===== src/shared/bmp_pkg.sv =====
// Constants for the boot-mode and pin-sharing block.
// Assumes a single 20 MHz core clock and byte-addressed Avalon-MM registers.
`default_nettype none
package bmp_pkg;
  // ==========================================================
  // Register byte offsets
  localparam logic [4:0] REG_SYSCTRL = 5'h00;
  localparam logic [4:0] REG_FLAGDIR = 5'h04;
  localparam logic [4:0] REG_FLAGOUT = 5'h08;
  localparam logic [4:0] REG_FLAGIN = 5'h0c;
  localparam logic [4:0] REG_IRQSTAT = 5'h10;
  localparam logic [4:0] REG_INTERRUPT_MASK_REG = 5'h14;
  localparam logic [4:0] REG_MODE = 5'h18;
  // ==========================================================
  // System control field positions
  localparam int SC_SERIAL_ALT = 0;
  localparam int SC_GO_MODE = 1;
  localparam int SC_IRQA_EDGE = 2;
  localparam int SC_ALT0_EDGE = 3;
  localparam int SC_ALT1_EDGE = 4;
  localparam int SC_W = 5;
  // Flag register bit 7 is the serial alternate flag
  localparam int FL_W = 7;
  localparam int FL_ALT = 7;
  // Status bits: edge_irq, level_irq_a, level_irq_b, edge_or_level_irq_a,
  // serial_alt_irqs 0 and 1
  localparam int IRQ_W = 6;
  localparam int MODE_GRANT = 3;
  // ==========================================================
  // Reset values
  localparam logic [SC_W-1:0] SC_RST = 5'h00;
  localparam logic [FL_W:0] FLAG_RST = 8'h00;
  localparam logic [IRQ_W-1:0] IRQ_RST = 6'h00;
  // ==========================================================
  // Timing: edges after reset release until mode pins are captured
  localparam logic [1:0] MODE_WAIT = 2'h3;
  // Cycles each external strobe is held low
  localparam logic [1:0] STROBE_CYC = 2'h3;
  // ==========================================================
  // External bus owner states
  typedef enum logic [3:0] {
    BUS_IDLE = 4'b0001,
    BUS_STROBE = 4'b0010,
    BUS_RELEASE = 4'b0100,
    BUS_GRANT = 4'b1000
  } bmp_bus_e;
endpackage
`default_nettype wire


===== src/rtl/bmp_pin_share.sv =====
// Boot-mode capture, external bus sharing, host port and flag/irq pins.
// Assumes core side signals share the clock; all pins are asynchronous.
//
// Overview of operation
// RQ1 - Mode C pin level after reset picks full memory (0) or host (1) mode.
// RQ2 - Captured mode holds until next reset; later pin changes are ignored.
// RQ3 - Mode pins are inputs only at reset, then ordinary programmable flags.
// RQ4 - Full memory mode drives a 14-bit address shared by all spaces.
// RQ5 - Full mode uses 24-bit data; top 8 bits carry byte-memory high address.
// RQ6 - Host mode: 16-bit host address/data port, one address pin, data 23:8.
// RQ7 - Host drives select, latch, read, write; device answers with acknowledge.
// RQ8 - In host mode outside logic decodes peripherals from address 0 and selects.
// RQ9 - Shared irq/flag pins raise interrupts whoever drives them, if unmasked.
// RQ10 - Control bit switches second serial port pins to irqs and flags.
// RQ11 - Bus request halts the core, except in go mode where it keeps running.
// RQ12 - Bus outputs float first; grant is asserted only after that release.
`timescale 1ns/10ps
`default_nettype none

// ==========================================================
// Two-flop synchroniser
module bmp_sync #(parameter int W = 1) (
  input wire logic clock, // Core clock
  input wire logic rstn, // Async reset, active low
  input wire logic [W-1:0] d, // Asynchronous level
  output logic [W-1:0] q // Synchronised level
);
  logic [W-1:0] meta_q;
  // Both stages preset high, the idle level of the active-low pins
  always_ff @(posedge clock or negedge rstn)
  begin
    if (!rstn)
    begin
      meta_q <= '1;
      q <= '1;
    end
    else
    begin
      meta_q <= d;
      q <= meta_q;
    end
  end
endmodule

// ==========================================================
// Top module
module bmp_pin_share (
  input wire logic clock, // 20 MHz core clock
  input wire logic rstn, // Async reset, active low
  input wire logic [4:0] avAddress, // Register byte address
  input wire logic avRead, // Read request
  input wire logic avWrite, // Write request
  input wire logic [31:0] avWriteData, // Write data
  output logic [31:0] avReadData, // Read data
  output logic avWaitRequest, // Stall
  output logic irqOut, // Unmasked status pending
  input wire logic [2:0] modeFlagIn, // flag_pin_2..0 pin level
  output logic [2:0] modeFlagOut, // flag_pin_2..0 drive value
  output logic [2:0] modeFlagOeN, // flag_pin_2..0 enable, low drives
  input wire logic [3:0] irqFlagIn, // edge_irq, level_irq_a/b, edge_or_level_irq_a
  output logic [3:0] irqFlagOut, // Shared pin drive value
  output logic [3:0] irqFlagOeN, // Shared pin enable, low drives
  input wire logic [2:0] serialPinIn, // Frame rx, frame tx, data in pins
  output logic serialDataPin, // Serial data out pin
  input wire logic coreSerialOut, // Serial data from the port
  output logic [2:0] coreSerialIn, // Pins to the port, idle high in alt use
  input wire logic coreReq, // External access request, level
  input wire logic coreWrite, // Access direction
  input wire logic [1:0] coreSpace, // 0 prog, 1 data, 2 byte, 3 io
  input wire logic [13:0] coreAddr, // Access address
  input wire logic [7:0] coreByteHi, // Byte memory high address
  input wire logic [23:0] coreWrData, // Write data
  output logic [23:0] coreRdData, // Read data
  output logic coreAck, // Access done pulse
  output logic coreHalt, // Core stalled for bus grant
  output logic [13:0] extAddrOut, // ext_addr_bus value
  output logic [13:0] extAddrOeN, // ext_addr_bus enable, low drives
  input wire logic [23:0] extDataIn, // ext_data_bus level
  output logic [23:0] extDataOut, // ext_data_bus value
  output logic [23:0] extDataOeN, // ext_data_bus enable, low drives
  output logic [4:0] spaceSelN, // prog, data, byte, io, combined selects
  output logic readStrobeN, // Read enable out
  output logic writeStrobeN, // Write enable out
  output logic ctlOeN, // Enable of selects and strobes, low drives
  input wire logic busRequestN, // bus_request_in
  output logic busGrantN, // bus_grant_out
  output logic busGrantHungN, // bus_grant_hung_out
  input wire logic hostPortSelN, // host_port_select
  input wire logic hostAddrLatch, // host_addr_latch, active high
  input wire logic hostReadStrobeN, // host_read_strobe
  input wire logic hostWriteStrobeN, // host_write_strobe
  output logic hostPortAckN, // host_port_ack, low when ready
  input wire logic [15:0] hostBusIn, // host_addr_data_bus level
  output logic [15:0] hostBusOut, // host_addr_data_bus value
  output logic hostBusOeN, // host_addr_data_bus enable, low drives
  output logic hostMemRd, // On-chip read pulse
  output logic hostMemWr, // On-chip write pulse
  output logic [13:0] hostMemAddr, // On-chip address
  output logic [15:0] hostMemWrData, // On-chip write data
  input wire logic [15:0] hostMemRdData // On-chip read data, next cycle
);
  // ==========================================================
  // Pin synchronisers
  logic [2:0] mfS;
  logic [3:0] ifS;
  logic [2:0] spS;
  logic brS;
  logic [3:0] hcS;
  logic [15:0] hbS;
  logic [23:0] edS;
  bmp_sync #(.W(55)) uSync (
    .clock(clock),
    .rstn(rstn),
    .d({modeFlagIn, irqFlagIn, serialPinIn, busRequestN, hostPortSelN,
        hostAddrLatch, hostReadStrobeN, hostWriteStrobeN, hostBusIn, extDataIn}),
    .q({mfS, ifS, spS, brS, hcS, hbS, edS})
  );

  // ==========================================================
  // Mode capture
  logic [1:0] modeCnt_q, modeCnt_d;
  logic modeOk_q, modeOk_d;
  logic [2:0] mode_q, mode_d;
  logic hostMode;
  // Pins settle through the synchroniser before the one capture
  always_comb
  begin
    modeCnt_d = modeCnt_q;
    modeOk_d = modeOk_q;
    mode_d = mode_q;
    if (!modeOk_q)
    begin
      modeCnt_d = modeCnt_q + 2'h1;
      if (modeCnt_q == bmp_pkg::MODE_WAIT - 2'h1)
      begin
        modeOk_d = 1'b1; // RQ2
        mode_d = mfS; // RQ1
      end
    end
  end
  always_ff @(posedge clock or negedge rstn)
  begin
    if (!rstn)
    begin
      modeCnt_q <= 2'h0;
      modeOk_q <= 1'b0;
      mode_q <= 3'h0;
    end
    else
    begin
      modeCnt_q <= modeCnt_d;
      modeOk_q <= modeOk_d;
      mode_q <= mode_d;
    end
  end
  assign hostMode = mode_q[2];

  // ==========================================================
  // Register bus and registers
  logic [bmp_pkg::SC_W-1:0] sc_q, sc_d;
  logic [bmp_pkg::FL_W:0] fdir_q, fdir_d, fout_q, fout_d;
  logic [bmp_pkg::IRQ_W-1:0] stat_q, stat_d, mask_q, mask_d, ev;
  logic [3:0] ifP_q;
  logic [1:0] spP_q;
  logic wait_q, wait_d, irq_d, done;
  logic [31:0] rdat_q, rdat_d;
  logic [7:0] flagIn;
  assign done = (avRead || avWrite) && !wait_q;
  assign flagIn = {spS[2], ifS, mfS};
  // Interrupt events from shared and alternate pins
  always_comb
  begin
    ev[0] = ifP_q[0] && !ifS[0];
    ev[1] = !ifS[1];
    ev[2] = !ifS[2];
    ev[3] = sc_q[bmp_pkg::SC_IRQA_EDGE] ? (ifP_q[3] && !ifS[3]) : !ifS[3]; // RQ9
    ev[4] = sc_q[bmp_pkg::SC_SERIAL_ALT] &&
            (sc_q[bmp_pkg::SC_ALT0_EDGE] ? (spP_q[0] && !spS[0]) : !spS[0]); // RQ10
    ev[5] = sc_q[bmp_pkg::SC_SERIAL_ALT] &&
            (sc_q[bmp_pkg::SC_ALT1_EDGE] ? (spP_q[1] && !spS[1]) : !spS[1]); // RQ10
  end
  // One wait state, then write or read-clear at the completing edge
  always_comb
  begin
    wait_d = !((avRead || avWrite) && wait_q);
    sc_d = sc_q;
    fdir_d = fdir_q;
    fout_d = fout_q;
    mask_d = mask_q;
    stat_d = stat_q;
    if (done && avRead && avAddress == bmp_pkg::REG_IRQSTAT)
    begin
      stat_d = 6'h00;
    end
    stat_d = stat_d | ev; // RQ9
    if (done && avWrite)
    begin
      unique case (avAddress)
        bmp_pkg::REG_SYSCTRL: sc_d = avWriteData[bmp_pkg::SC_W-1:0]; // RQ10
        bmp_pkg::REG_FLAGDIR: fdir_d = avWriteData[bmp_pkg::FL_W:0]; // RQ3
        bmp_pkg::REG_FLAGOUT: fout_d = avWriteData[bmp_pkg::FL_W:0];
        bmp_pkg::REG_INTERRUPT_MASK_REG: mask_d = avWriteData[bmp_pkg::IRQ_W-1:0];
        default: ;
      endcase
    end
    rdat_d = 32'h0;
    unique case (avAddress)
      bmp_pkg::REG_SYSCTRL: rdat_d[bmp_pkg::SC_W-1:0] = sc_q;
      bmp_pkg::REG_FLAGDIR: rdat_d[bmp_pkg::FL_W:0] = fdir_q;
      bmp_pkg::REG_FLAGOUT: rdat_d[bmp_pkg::FL_W:0] = fout_q;
      bmp_pkg::REG_FLAGIN: rdat_d[bmp_pkg::FL_W:0] = flagIn;
      bmp_pkg::REG_IRQSTAT: rdat_d[bmp_pkg::IRQ_W-1:0] = stat_q;
      bmp_pkg::REG_INTERRUPT_MASK_REG: rdat_d[bmp_pkg::IRQ_W-1:0] = mask_q;
      bmp_pkg::REG_MODE: rdat_d[bmp_pkg::MODE_GRANT:0] = {!busGrantN, mode_q};
      default: ;
    endcase
    irq_d = |(stat_d & mask_d); // RQ9
  end
  always_ff @(posedge clock or negedge rstn)
  begin
    if (!rstn)
    begin
      wait_q <= 1'b1;
      sc_q <= bmp_pkg::SC_RST;
      fdir_q <= bmp_pkg::FLAG_RST;
      fout_q <= bmp_pkg::FLAG_RST;
      stat_q <= bmp_pkg::IRQ_RST;
      mask_q <= bmp_pkg::IRQ_RST;
      ifP_q <= 4'hf;
      spP_q <= 2'h3;
      rdat_q <= 32'h0;
      irqOut <= 1'b0;
    end
    else
    begin
      wait_q <= wait_d;
      sc_q <= sc_d;
      fdir_q <= fdir_d;
      fout_q <= fout_d;
      stat_q <= stat_d;
      mask_q <= mask_d;
      ifP_q <= ifS;
      spP_q <= spS[1:0];
      rdat_q <= rdat_d;
      irqOut <= irq_d;
    end
  end
  assign avWaitRequest = wait_q;
  assign avReadData = rdat_q;

  // ==========================================================
  // Flag and serial pin drive
  always_ff @(posedge clock or negedge rstn)
  begin
    if (!rstn)
    begin
      modeFlagOut <= 3'h0;
      modeFlagOeN <= 3'h7;
      irqFlagOut <= 4'h0;
      irqFlagOeN <= 4'hf;
      serialDataPin <= 1'b0;
      coreSerialIn <= 3'h7;
    end
    else
    begin
      modeFlagOut <= fout_q[2:0];
      modeFlagOeN <= ~(fdir_q[2:0] & {3{modeOk_q}}); // RQ3
      irqFlagOut <= fout_q[6:3];
      irqFlagOeN <= ~fdir_q[6:3]; // RQ9
      serialDataPin <= sc_q[bmp_pkg::SC_SERIAL_ALT] ? fout_q[bmp_pkg::FL_ALT]
                                                     : coreSerialOut; // RQ10
      coreSerialIn <= sc_q[bmp_pkg::SC_SERIAL_ALT] ? 3'h7 : spS; // RQ10
    end
  end

  // ==========================================================
  // External bus owner state machine
  bmp_pkg::bmp_bus_e st_q, st_d;
  logic [1:0] cnt_q, cnt_d;
  logic ack_d, drive;
  logic [23:0] rd_d, dOut, dOe;
  logic [4:0] sel;
  always_comb
  begin
    st_d = st_q;
    cnt_d = 2'h0;
    ack_d = 1'b0;
    rd_d = coreRdData;
    unique case (st_q)
      bmp_pkg::BUS_IDLE:
        if (!brS && modeOk_q)
          st_d = bmp_pkg::BUS_RELEASE; // RQ11
        else if (coreReq && modeOk_q)
          st_d = bmp_pkg::BUS_STROBE;
      bmp_pkg::BUS_STROBE:
      begin
        cnt_d = cnt_q + 2'h1;
        if (cnt_q == bmp_pkg::STROBE_CYC - 2'h1)
        begin
          st_d = bmp_pkg::BUS_IDLE;
          ack_d = 1'b1;
          if (hostMode)
            rd_d = (coreSpace == 2'h2) ? {16'h0, edS[15:8]} : {8'h0, edS[23:8]}; // RQ6
          else
            rd_d = (coreSpace == 2'h2) ? {16'h0, edS[7:0]} : edS; // RQ5
        end
      end
      bmp_pkg::BUS_RELEASE: st_d = bmp_pkg::BUS_GRANT; // RQ12
      bmp_pkg::BUS_GRANT:
        if (brS)
          st_d = bmp_pkg::BUS_IDLE;
    endcase
  end
  // Drivers return one cycle after the grant is withdrawn
  assign drive = modeOk_q && st_d != bmp_pkg::BUS_RELEASE &&
                 st_d != bmp_pkg::BUS_GRANT && st_q != bmp_pkg::BUS_GRANT; // RQ12
  // Pin values for the access in progress
  always_comb
  begin
    dOut = coreWrData;
    dOe = coreWrite ? 24'hffffff : 24'h0;
    if (hostMode)
    begin
      dOut = {coreWrData[15:0], 8'h0}; // RQ6
      dOe[7:0] = 8'h0;
      if (coreSpace == 2'h2)
      begin
        dOut = {coreByteHi, coreWrData[7:0], 8'h0};
        dOe[23:16] = 8'hff;
      end
    end
    else if (coreSpace == 2'h2)
    begin
      dOut = {coreByteHi, 8'h0, coreWrData[7:0]}; // RQ5
      dOe[23:16] = 8'hff;
    end
    sel = 5'h1f;
    if (st_d == bmp_pkg::BUS_STROBE)
    begin
      sel[coreSpace] = 1'b0; // RQ8
      sel[4] = 1'b0;
    end
  end
  always_ff @(posedge clock or negedge rstn)
  begin
    if (!rstn)
    begin
      st_q <= bmp_pkg::BUS_IDLE;
      cnt_q <= 2'h0;
      coreAck <= 1'b0;
      coreRdData <= 24'h0;
      coreHalt <= 1'b0;
      extAddrOut <= 14'h0;
      extAddrOeN <= 14'h3fff;
      extDataOut <= 24'h0;
      extDataOeN <= 24'hffffff;
      spaceSelN <= 5'h1f;
      readStrobeN <= 1'b1;
      writeStrobeN <= 1'b1;
      ctlOeN <= 1'b1;
      busGrantN <= 1'b1;
      busGrantHungN <= 1'b1;
    end
    else
    begin
      st_q <= st_d;
      cnt_q <= cnt_d;
      coreAck <= ack_d;
      coreRdData <= rd_d;
      coreHalt <= !sc_q[bmp_pkg::SC_GO_MODE] && !drive && modeOk_q; // RQ11
      extAddrOut <= coreAddr;
      extAddrOeN <= ~({{13{!hostMode}}, 1'b1} & {14{drive}}); // RQ4
      extDataOut <= dOut;
      extDataOeN <= ~(dOe & {24{drive && st_d == bmp_pkg::BUS_STROBE}}); // RQ5
      spaceSelN <= sel;
      readStrobeN <= !(st_d == bmp_pkg::BUS_STROBE && !coreWrite);
      writeStrobeN <= !(st_d == bmp_pkg::BUS_STROBE && coreWrite);
      ctlOeN <= !drive; // RQ12
      busGrantN <= st_d != bmp_pkg::BUS_GRANT; // RQ12
      busGrantHungN <= !(st_d == bmp_pkg::BUS_GRANT && coreReq); // RQ11
    end
  end

  // ==========================================================
  // Host port, active only in host mode
  logic [3:0] hcP_q;
  logic hostRd_d, hostWr_d, busy_q;
  logic [13:0] hAddr_d;
  logic hostRd_q;
  assign hostRd_d = hostMode && !hcS[3] && hcP_q[1] && !hcS[1]; // RQ7
  assign hostWr_d = hostMode && !hcS[3] && hcP_q[0] && !hcS[0]; // RQ7
  // Latch on the address strobe, step after each data access
  always_comb
  begin
    hAddr_d = hostMemAddr;
    if (hostMode && !hcS[3] && hcS[2] && !hcP_q[2])
      hAddr_d = hbS[13:0]; // RQ6
    else if (hostRd_q || hostMemWr)
      hAddr_d = hostMemAddr + 14'h1;
  end
  always_ff @(posedge clock or negedge rstn)
  begin
    if (!rstn)
    begin
      hcP_q <= 4'hb;
      busy_q <= 1'b0;
      hostRd_q <= 1'b0;
      hostMemRd <= 1'b0;
      hostMemWr <= 1'b0;
      hostMemAddr <= 14'h0;
      hostMemWrData <= 16'h0;
      hostBusOut <= 16'h0;
      hostBusOeN <= 1'b1;
      hostPortAckN <= 1'b1;
    end
    else
    begin
      hcP_q <= hcS;
      busy_q <= hostRd_d || hostWr_d;
      hostRd_q <= hostMemRd;
      hostMemRd <= hostRd_d;
      hostMemWr <= hostWr_d;
      hostMemAddr <= hAddr_d;
      hostMemWrData <= hbS;
      hostBusOut <= hostRd_q ? hostMemRdData : hostBusOut;
      hostBusOeN <= !(hostMode && !hcS[3] && !hcS[1]); // RQ6
      hostPortAckN <= !(hostMode && modeOk_q && !busy_q && !hostRd_d &&
                        !hostWr_d && !hostMemRd); // RQ7
    end
  end
endmodule
`default_nettype wire


===== config.mk =====
export PLATFORM = sky130hd
export DESIGN_NAME = bmp_pin_share
export DESIGN_NICKNAME = d
export VERILOG_FILES = /design/src/shared/bmp_pkg.sv /design/src/rtl/bmp_pin_share.sv
export SDC_FILE = /design/constraint.sdc
export NUM_CORES = 1
export LEC_CHECK = 0
export ABC_CLOCK_PERIOD_IN_PS = 6100
export BUFFER_PORTS_ARGS = -buffer_cell sky130_fd_sc_hd__buf_2
export CAP_MARGIN = 20
export CORE_MARGIN = 2
export CORE_UTILIZATION = 25
export CTS_CLUSTER_DIAMETER = 40
export DETAILED_ROUTE_END_ITERATION = 16
export PLACE_DENSITY = 0.57
export SLEW_MARGIN = 40
export SYNTH_ARGS = -nofsm -noshare
export SYNTH_HDL_FRONTEND = slang
export SYNTH_SLANG_ARGS = --single-unit

===== constraint.sdc =====
create_clock -name clock -period 6.1 [get_ports clock]
set_input_delay 0.915 -clock clock [delete_from_list [all_inputs] [get_ports clock]]
set_output_delay 0.915 -clock clock [all_outputs]
set_load 0.03 [all_outputs]

==> impl_metrics.ini, run 1 <==
[outcome]
status = complete, no violations

[clocking]
cts_tree = built
cts_root_buf = clkbuf_16
insertion_delay_ns = 0.56
clkTransAtPathRegs_ns = 0.06
cts_buffers = 49
clock_sinks = 320
htree_num_levels = 2
cts_setup_buffers = 0
cts_resized = 0
ctsHoldBuffers = 0
clk_path_buf_depth = 3

[timing]
hold_viol_final = 0
hold-worst-slack_ns = 0.342
setup_viol_count_final = 0
period_needed_ns = 2.87
rsz0062_at_grt = no
finalClockSkew_ns = 0.0186
slew_headroom = 0.463
fmax_ghz = 0.348
fin_setup_tns_ns = 0
slew_viol_final = 0
post-route-period-util = 0.471
tightest_slew_ns = 0.805

[worst_setup_path]
crit_required_ns = 6.54
path_class = register to register
cp_max_fo = 41
reg2reg_to = extDataOeN[22]$_DFF_PN1_
startpoint = st_q[0]$_DFF_PN1_
reg2reg_from = st_q[0]$_DFF_PN1_
r2r_cells = 7
max_stage_delay_ns = 0.74
arrival_ns = 3.31
crit_chain = nor4b_1, nand2_1, buf_4, inv_2, a211oi_1, nor4b_2, o211ai_1
reg2reg_setup_slack_ns = 3.23
crit_path_end_kind = register
start_kind = register
cp_slowest_cell = nor4b_2

[global_route]
antenna_found_initial = 2
grt_pass1_wl_um = 42300
grt_pass1_vias = 7316
grt-ovfl-total = 0
grt_max_degree = 97
grt_use_total = 0.115

[logic_synthesis]
syn_area_um2 = 11400
synth_ff_type = dfrtp_1
synth-simple-area-share = 0.0777
synth_top_family_by_area = multiplexers
async_reset_ff_frac = 1.00
ys_warn_count = 0
netlist_instances = 796
synth_xor_area_frac = 0.0116
synth_compound_gate_area_share = 0.0461
yosysSeqAreaShare = 0.720
synth_edf_count = 0
synthAdderAreaFrac = 0.00330
ys_ff_latch = 320
yosysUniqueCellTypes = 55
syn_avg_cell_area_um2 = 14.3
synth_mux_area_frac = 0.0865

[layout]
multi_input_area_um2 = 2660
fillerInstances = 4470
syn2layout_area_growth_pct = 34.1
register_area_um2 = 8190
layout.nets = 1291
post_route_cells_drive_above_1_share = 0.547

[drt]
drt-vias-per-instance = 4.03
drc_errors = 0
dr.pass1.iters = 5
vias = 7126
ant_nets = 0
drt-initial-drc-count = 488
drt-total-wl_um = 27200
wl_per_cell_um = 15.4

[floorplanning]
die_h_um = 217
die-area_um2 = 47200
die_w_um = 217
ios = 377
rows = 78
coreArea_um2 = 45200
start_util = 0.252

[power]
powerDensity_nw_per_um2 = 461
leakagePower_nw = 7.13
design_power_total_mw = 7.03
ir_drop_uv = 317

[place]
port_buffers = 328
place_hpwl_um = 19100
globalplace.congestion = 0.780

[flow_run]
max-cap-violations = 0

[min_path]
hold_path.class = input port to asynchronous set/reset pin
==> area by class of cell <==
class	count	share of cell area
timing repair buffer	338	0.117
sequential	320	0.537
clock buffer	59	0.0877
antenna	2	0.000328
clock inverter	33	0.0286
inverter	24	0.00591
tap	600	0.0492
multi-input combinational	392	0.174
==> cell usage in the layout, fill, tap and decap left out, types with 14 or more instances in the layout <==
cell type,instances
inv_1,22
mux2i_1,33
nor2b_1,14
mux2_2,48
nand2_1,91
clkbuf_16,51
o21ai_0,44
conb_1,24
nand3_1,17
nor2_1,16
dfrtp_1,175
dfstp_2,144
buf_2,327
==> cell usage after synthesis, drive strengths merged, types with 6 or more instances <==
master / number / share of area
mux2: 48 / 0.048
clkbuf: 22 / 0.0073
nor2: 16 / 0.0053
mux2i: 33 / 0.029
nor2b: 15 / 0.0083
dfrtp: 176 / 0.39
xnor2: 10 / 0.0077
a21oi: 8 / 0.0035
nand3: 17 / 0.0075
inv: 23 / 0.0076
nand2: 91 / 0.030
or2: 7 / 0.0039
o31ai: 8 / 0.0053
dfstp: 144 / 0.33
buf: 61 / 0.039
o2bb2ai: 6 / 0.0046
o21ai: 44 / 0.019
==> state kept, by name, summed over array words and instances, names as in the netlist, 8 cells and up <==
| name | flops |
|---|---|
| hostBusOut | 16 |
| coreRdData | 24 |
| fout_q | 8 |
| hostMemWrData | 16 |
| uSync.meta_q | 55 |
| fdir_q | 8 |
| uSync.q | 55 |
| avReadData | 8 |
| hostMemAddr | 14 |
| extDataOut | 24 |
| extAddrOut | 14 |
==> critical path, delay by kind of cell (launching register included) <==
family	cells	cell delay, ns
buffers and inverters	2	0.60
and+or+nand+nor	3	0.90
AOI/OAI and AO/OA	2	0.68
DFF	1	0.58
==> kinds of logic after synthesis <==
kind of cell    count (synthesis)
other cells                     1
flops                         320
simple gates                  180
xor+xnor                       15
fa+ha+maj                       3
buf+inv                       107
mux                            86
compound gates                 84
==> where the power goes <==
group / leakage [nW] / switching [mW] / internal, mW
Sequential: 3.68 / 0.192 / 2.47
Clock: 0.860 / 1.06 / 1.90
Combinational: 2.59 / 0.984 / 0.423
==> per-layer routing <==
| layer | GRT usage | share of wire |
|---|---|---|
| met3 | 0.0317 | 0.070 |
| met1 | 0.152 | 0.43 |
| met5 | 0 | 0 |
| met4 | 0.0500 | 0.029 |
| met2 | 0.178 | 0.47 |
==> stage by stage <==
step / setup slack [ns] / cell area (µm²) / instances / util
after global routing: 2.91 / 15200 / 1768 / 0.337
after CTS: 3.16 / 15200 / 1766 / 0.337
final: 3.23 / 15200 / 1768 / 0.337
after detailed placement: 2.68 / 13500 / 1674 / 0.298
after floorplan: 3.10 / 11500 / 819 / -
after global placement: 2.69 / 13400 / 1672 / 0.297
==> worst max path at each step <==
stage | to | slack (ns)
finish | extDataOeN[22]$_DFF_PN1_ | 3.23
floorplan | irqOut$_DFF_PN0_ | 3.10
global route | spaceSelN[3]$_DFF_PN1_ | 2.91
CTS | extDataOeN[22]$_DFF_PN1_ | 3.16
detailed placement | irqOut$_DFF_PN0_ | 2.68
global placement | irqOut$_DFF_PN0_ | 2.69
(Power assumes the default switching activity.)
==> run 2, diff against run 1 <==
ABC_CLOCK_PERIOD_IN_PS = 2900   (was 6100)
clock period = 2.9 ns   (was 6.1 ns; I/O delays follow)
==> run 2 against run 1 <==
Via count rose by 4.2%. Routed wire length rose by 4.5%. Sequential share of layout area fell by 2.1 points. Design area rose by 4.0%. Clock skew fell by 0.0027 ns. Flip-flop and latch count did not move. Combinational power rose by 120%. Core utilization rose by 1.3 points. Final cell count rose by 4.3%. Largest power group unchanged. Global-route usage rose by 0.62 points. First-iteration DRC count fell by 28%.
==> impl_metrics.ini, run 2 (same netlist as run 1, synthesis figures left out) <==
[clocking]
clkTransAtPathRegs_ns = 0.05
cts_setup_buffers = 0
cts_root_buf = clkbuf_16
cts_buffers = 47
clk_path_buf_depth = 3
ctsHoldBuffers = 70
cts_resized = 0
insertion_delay_ns = 0.56
clock_sinks = 320
cts_tree = built
htree_num_levels = 2

[drt]
drc_errors = 0
drt-initial-drc-count = 352
wl_per_cell_um = 15.4
top_layer = met5
dr.pass1.iters = 6
drt-vias-per-instance = 4.03
vias = 7428
met2_length_um = 13400
drt-total-wl_um = 28400
dr_wl_met3_um = 1990
met1_length_um = 12200
ant_nets = 0

[flow_run]
max-cap-violations = 0

[timing]
fin_setup_tns_ns = 0
slew_viol_final = 0
hold_viol_final = 0
tightest_slew_ns = 0.699
rsz0062_at_grt = no
slew_headroom = 0.532
setup_ws_ns = 0.677
finalClockSkew_ns = 0.0159
fmax_ghz = 0.450
post-route-period-util = 0.767
period_needed_ns = 2.22
setup_viol_count_final = 0

[global_route]
grt_max_degree = 74
grt_use_total = 0.122
grt_pass1_vias = 7852
grt_pass1_wl_um = 44400
grt-ovfl-total = 0
antenna_found_initial = 3

[worst_setup_path]
path_buf_inv = 1
cp_max_fo = 6
crit_chain = buf_2, or4b_4, or4b_1, a32o_1, o2bb2ai_1, or4b_1
reg2reg_setup_slack_ns = 0.78
start_kind = input port
r2r_cells = 5
reg2reg_to = irqOut$_DFF_PN0_
crit_required_ns = 3.34
max_stage_delay_ns = 0.62
cp_top_family = simple AND/OR/NAND/NOR gates
reg2reg_from = avWaitRequest$_DFF_PN1_
cp.depth = 6
arrival_ns = 2.66
crit_top_cell = or4b_1
path_class = input port to register
cp_slowest_cell = or4b_1
crit_path_end_kind = register

[min_path]
min_to = avWaitRequest$_DFF_PN1_
hold_path.class = input port to register
hold_start = avRead
whs_path_depth = 2

[floorplanning]
die-area_um2 = 47200
coreArea_um2 = 45200
die_h_um = 217
rows = 78
ios = 377
start_util = 0.252
die_w_um = 217

[power]
leakagePower_nw = 7.39
powerDensity_nw_per_um2 = 904
ir_drop_uv = 615

[layout]
fillerInstances = 4435
top_regs = uSync.meta_q: 55 flops, uSync.q: 55 flops
post_route_cells_drive_above_1_share = 0.517
layout.nets = 1370
final_common_cell = buf_2
final_cell_mix = buf_2, dfrtp_1, dfstp_2
syn2layout_area_growth_pct = 39.4

[place]
port_buffers = 328
globalplace.congestion = 0.790
place_ws_ns = 0.113
place_hpwl_um = 19800

[outcome]
status = complete, no violations
[run 2: area by class of cell]
cell class                 count  area [µm²]  area share
multi-input combinational    392        2660       0.168
antenna                        1        2.50    0.000158
tap                          600         751      0.0474
timing repair buffer         419        2560       0.161
clock inverter                25         264      0.0167
clock buffer                  63        1340      0.0844
inverter                      24        90.1     0.00568
sequential                   320        8190       0.517
[run 2: through the flow]
step           cells  hold slack [ns]  cell area, µm²   util  power [mW]
3_3_place_gp    1685            0.345           13500  0.300        8.67
4_1_cts         1843          0.00282           15800  0.351        14.6
6_report        1844           0.0386           15900  0.351        14.3
3_5_place_dp    1685            0.347           13500  0.300        8.72
5_1_grt         1844           0.0189           15900  0.351        15.0
2_1_floorplan    819            0.139           11500      -        7.82
[run 2: routing by layer]
metal | track usage | vias to the layer above
met5 | 0 | -
li1 | - | 3441
met4 | 0.0502 | 2
met3 | 0.0334 | 56
met2 | 0.194 | 259
met1 | 0.156 | 3670
[run 2: worst max-delay path by stage]
stage / start / end / slack [ns]
3_5_place_dp: avAddress[1] / irqOut$_DFF_PN0_ / 0.11
5_1_grt: avAddress[1] / irqOut$_DFF_PN0_ / 0.64
2_1_floorplan: avAddress[1] / irqOut$_DFF_PN0_ / 0.38
4_1_cts: avAddress[1] / irqOut$_DFF_PN0_ / 0.73
6_report: avAddress[1] / irqOut$_DFF_PN0_ / 0.68
3_3_place_gp: avAddress[1] / irqOut$_DFF_PN0_ / 0.14
[run 2: worst register-to-register path, stage by stage (launching register included)]
cell and delay, ns:
dfstp_2 0.55, nor2b_1 0.08, nand3b_1 0.30, mux2_2 0.40
o2bb2ai_1 0.14, or4b_1 0.52
[run 2: where the power goes]
part	internal, mW	switching [mW]
clock	3.49	2.16
combinational	0.969	2.10
sequential	5.20	0.412
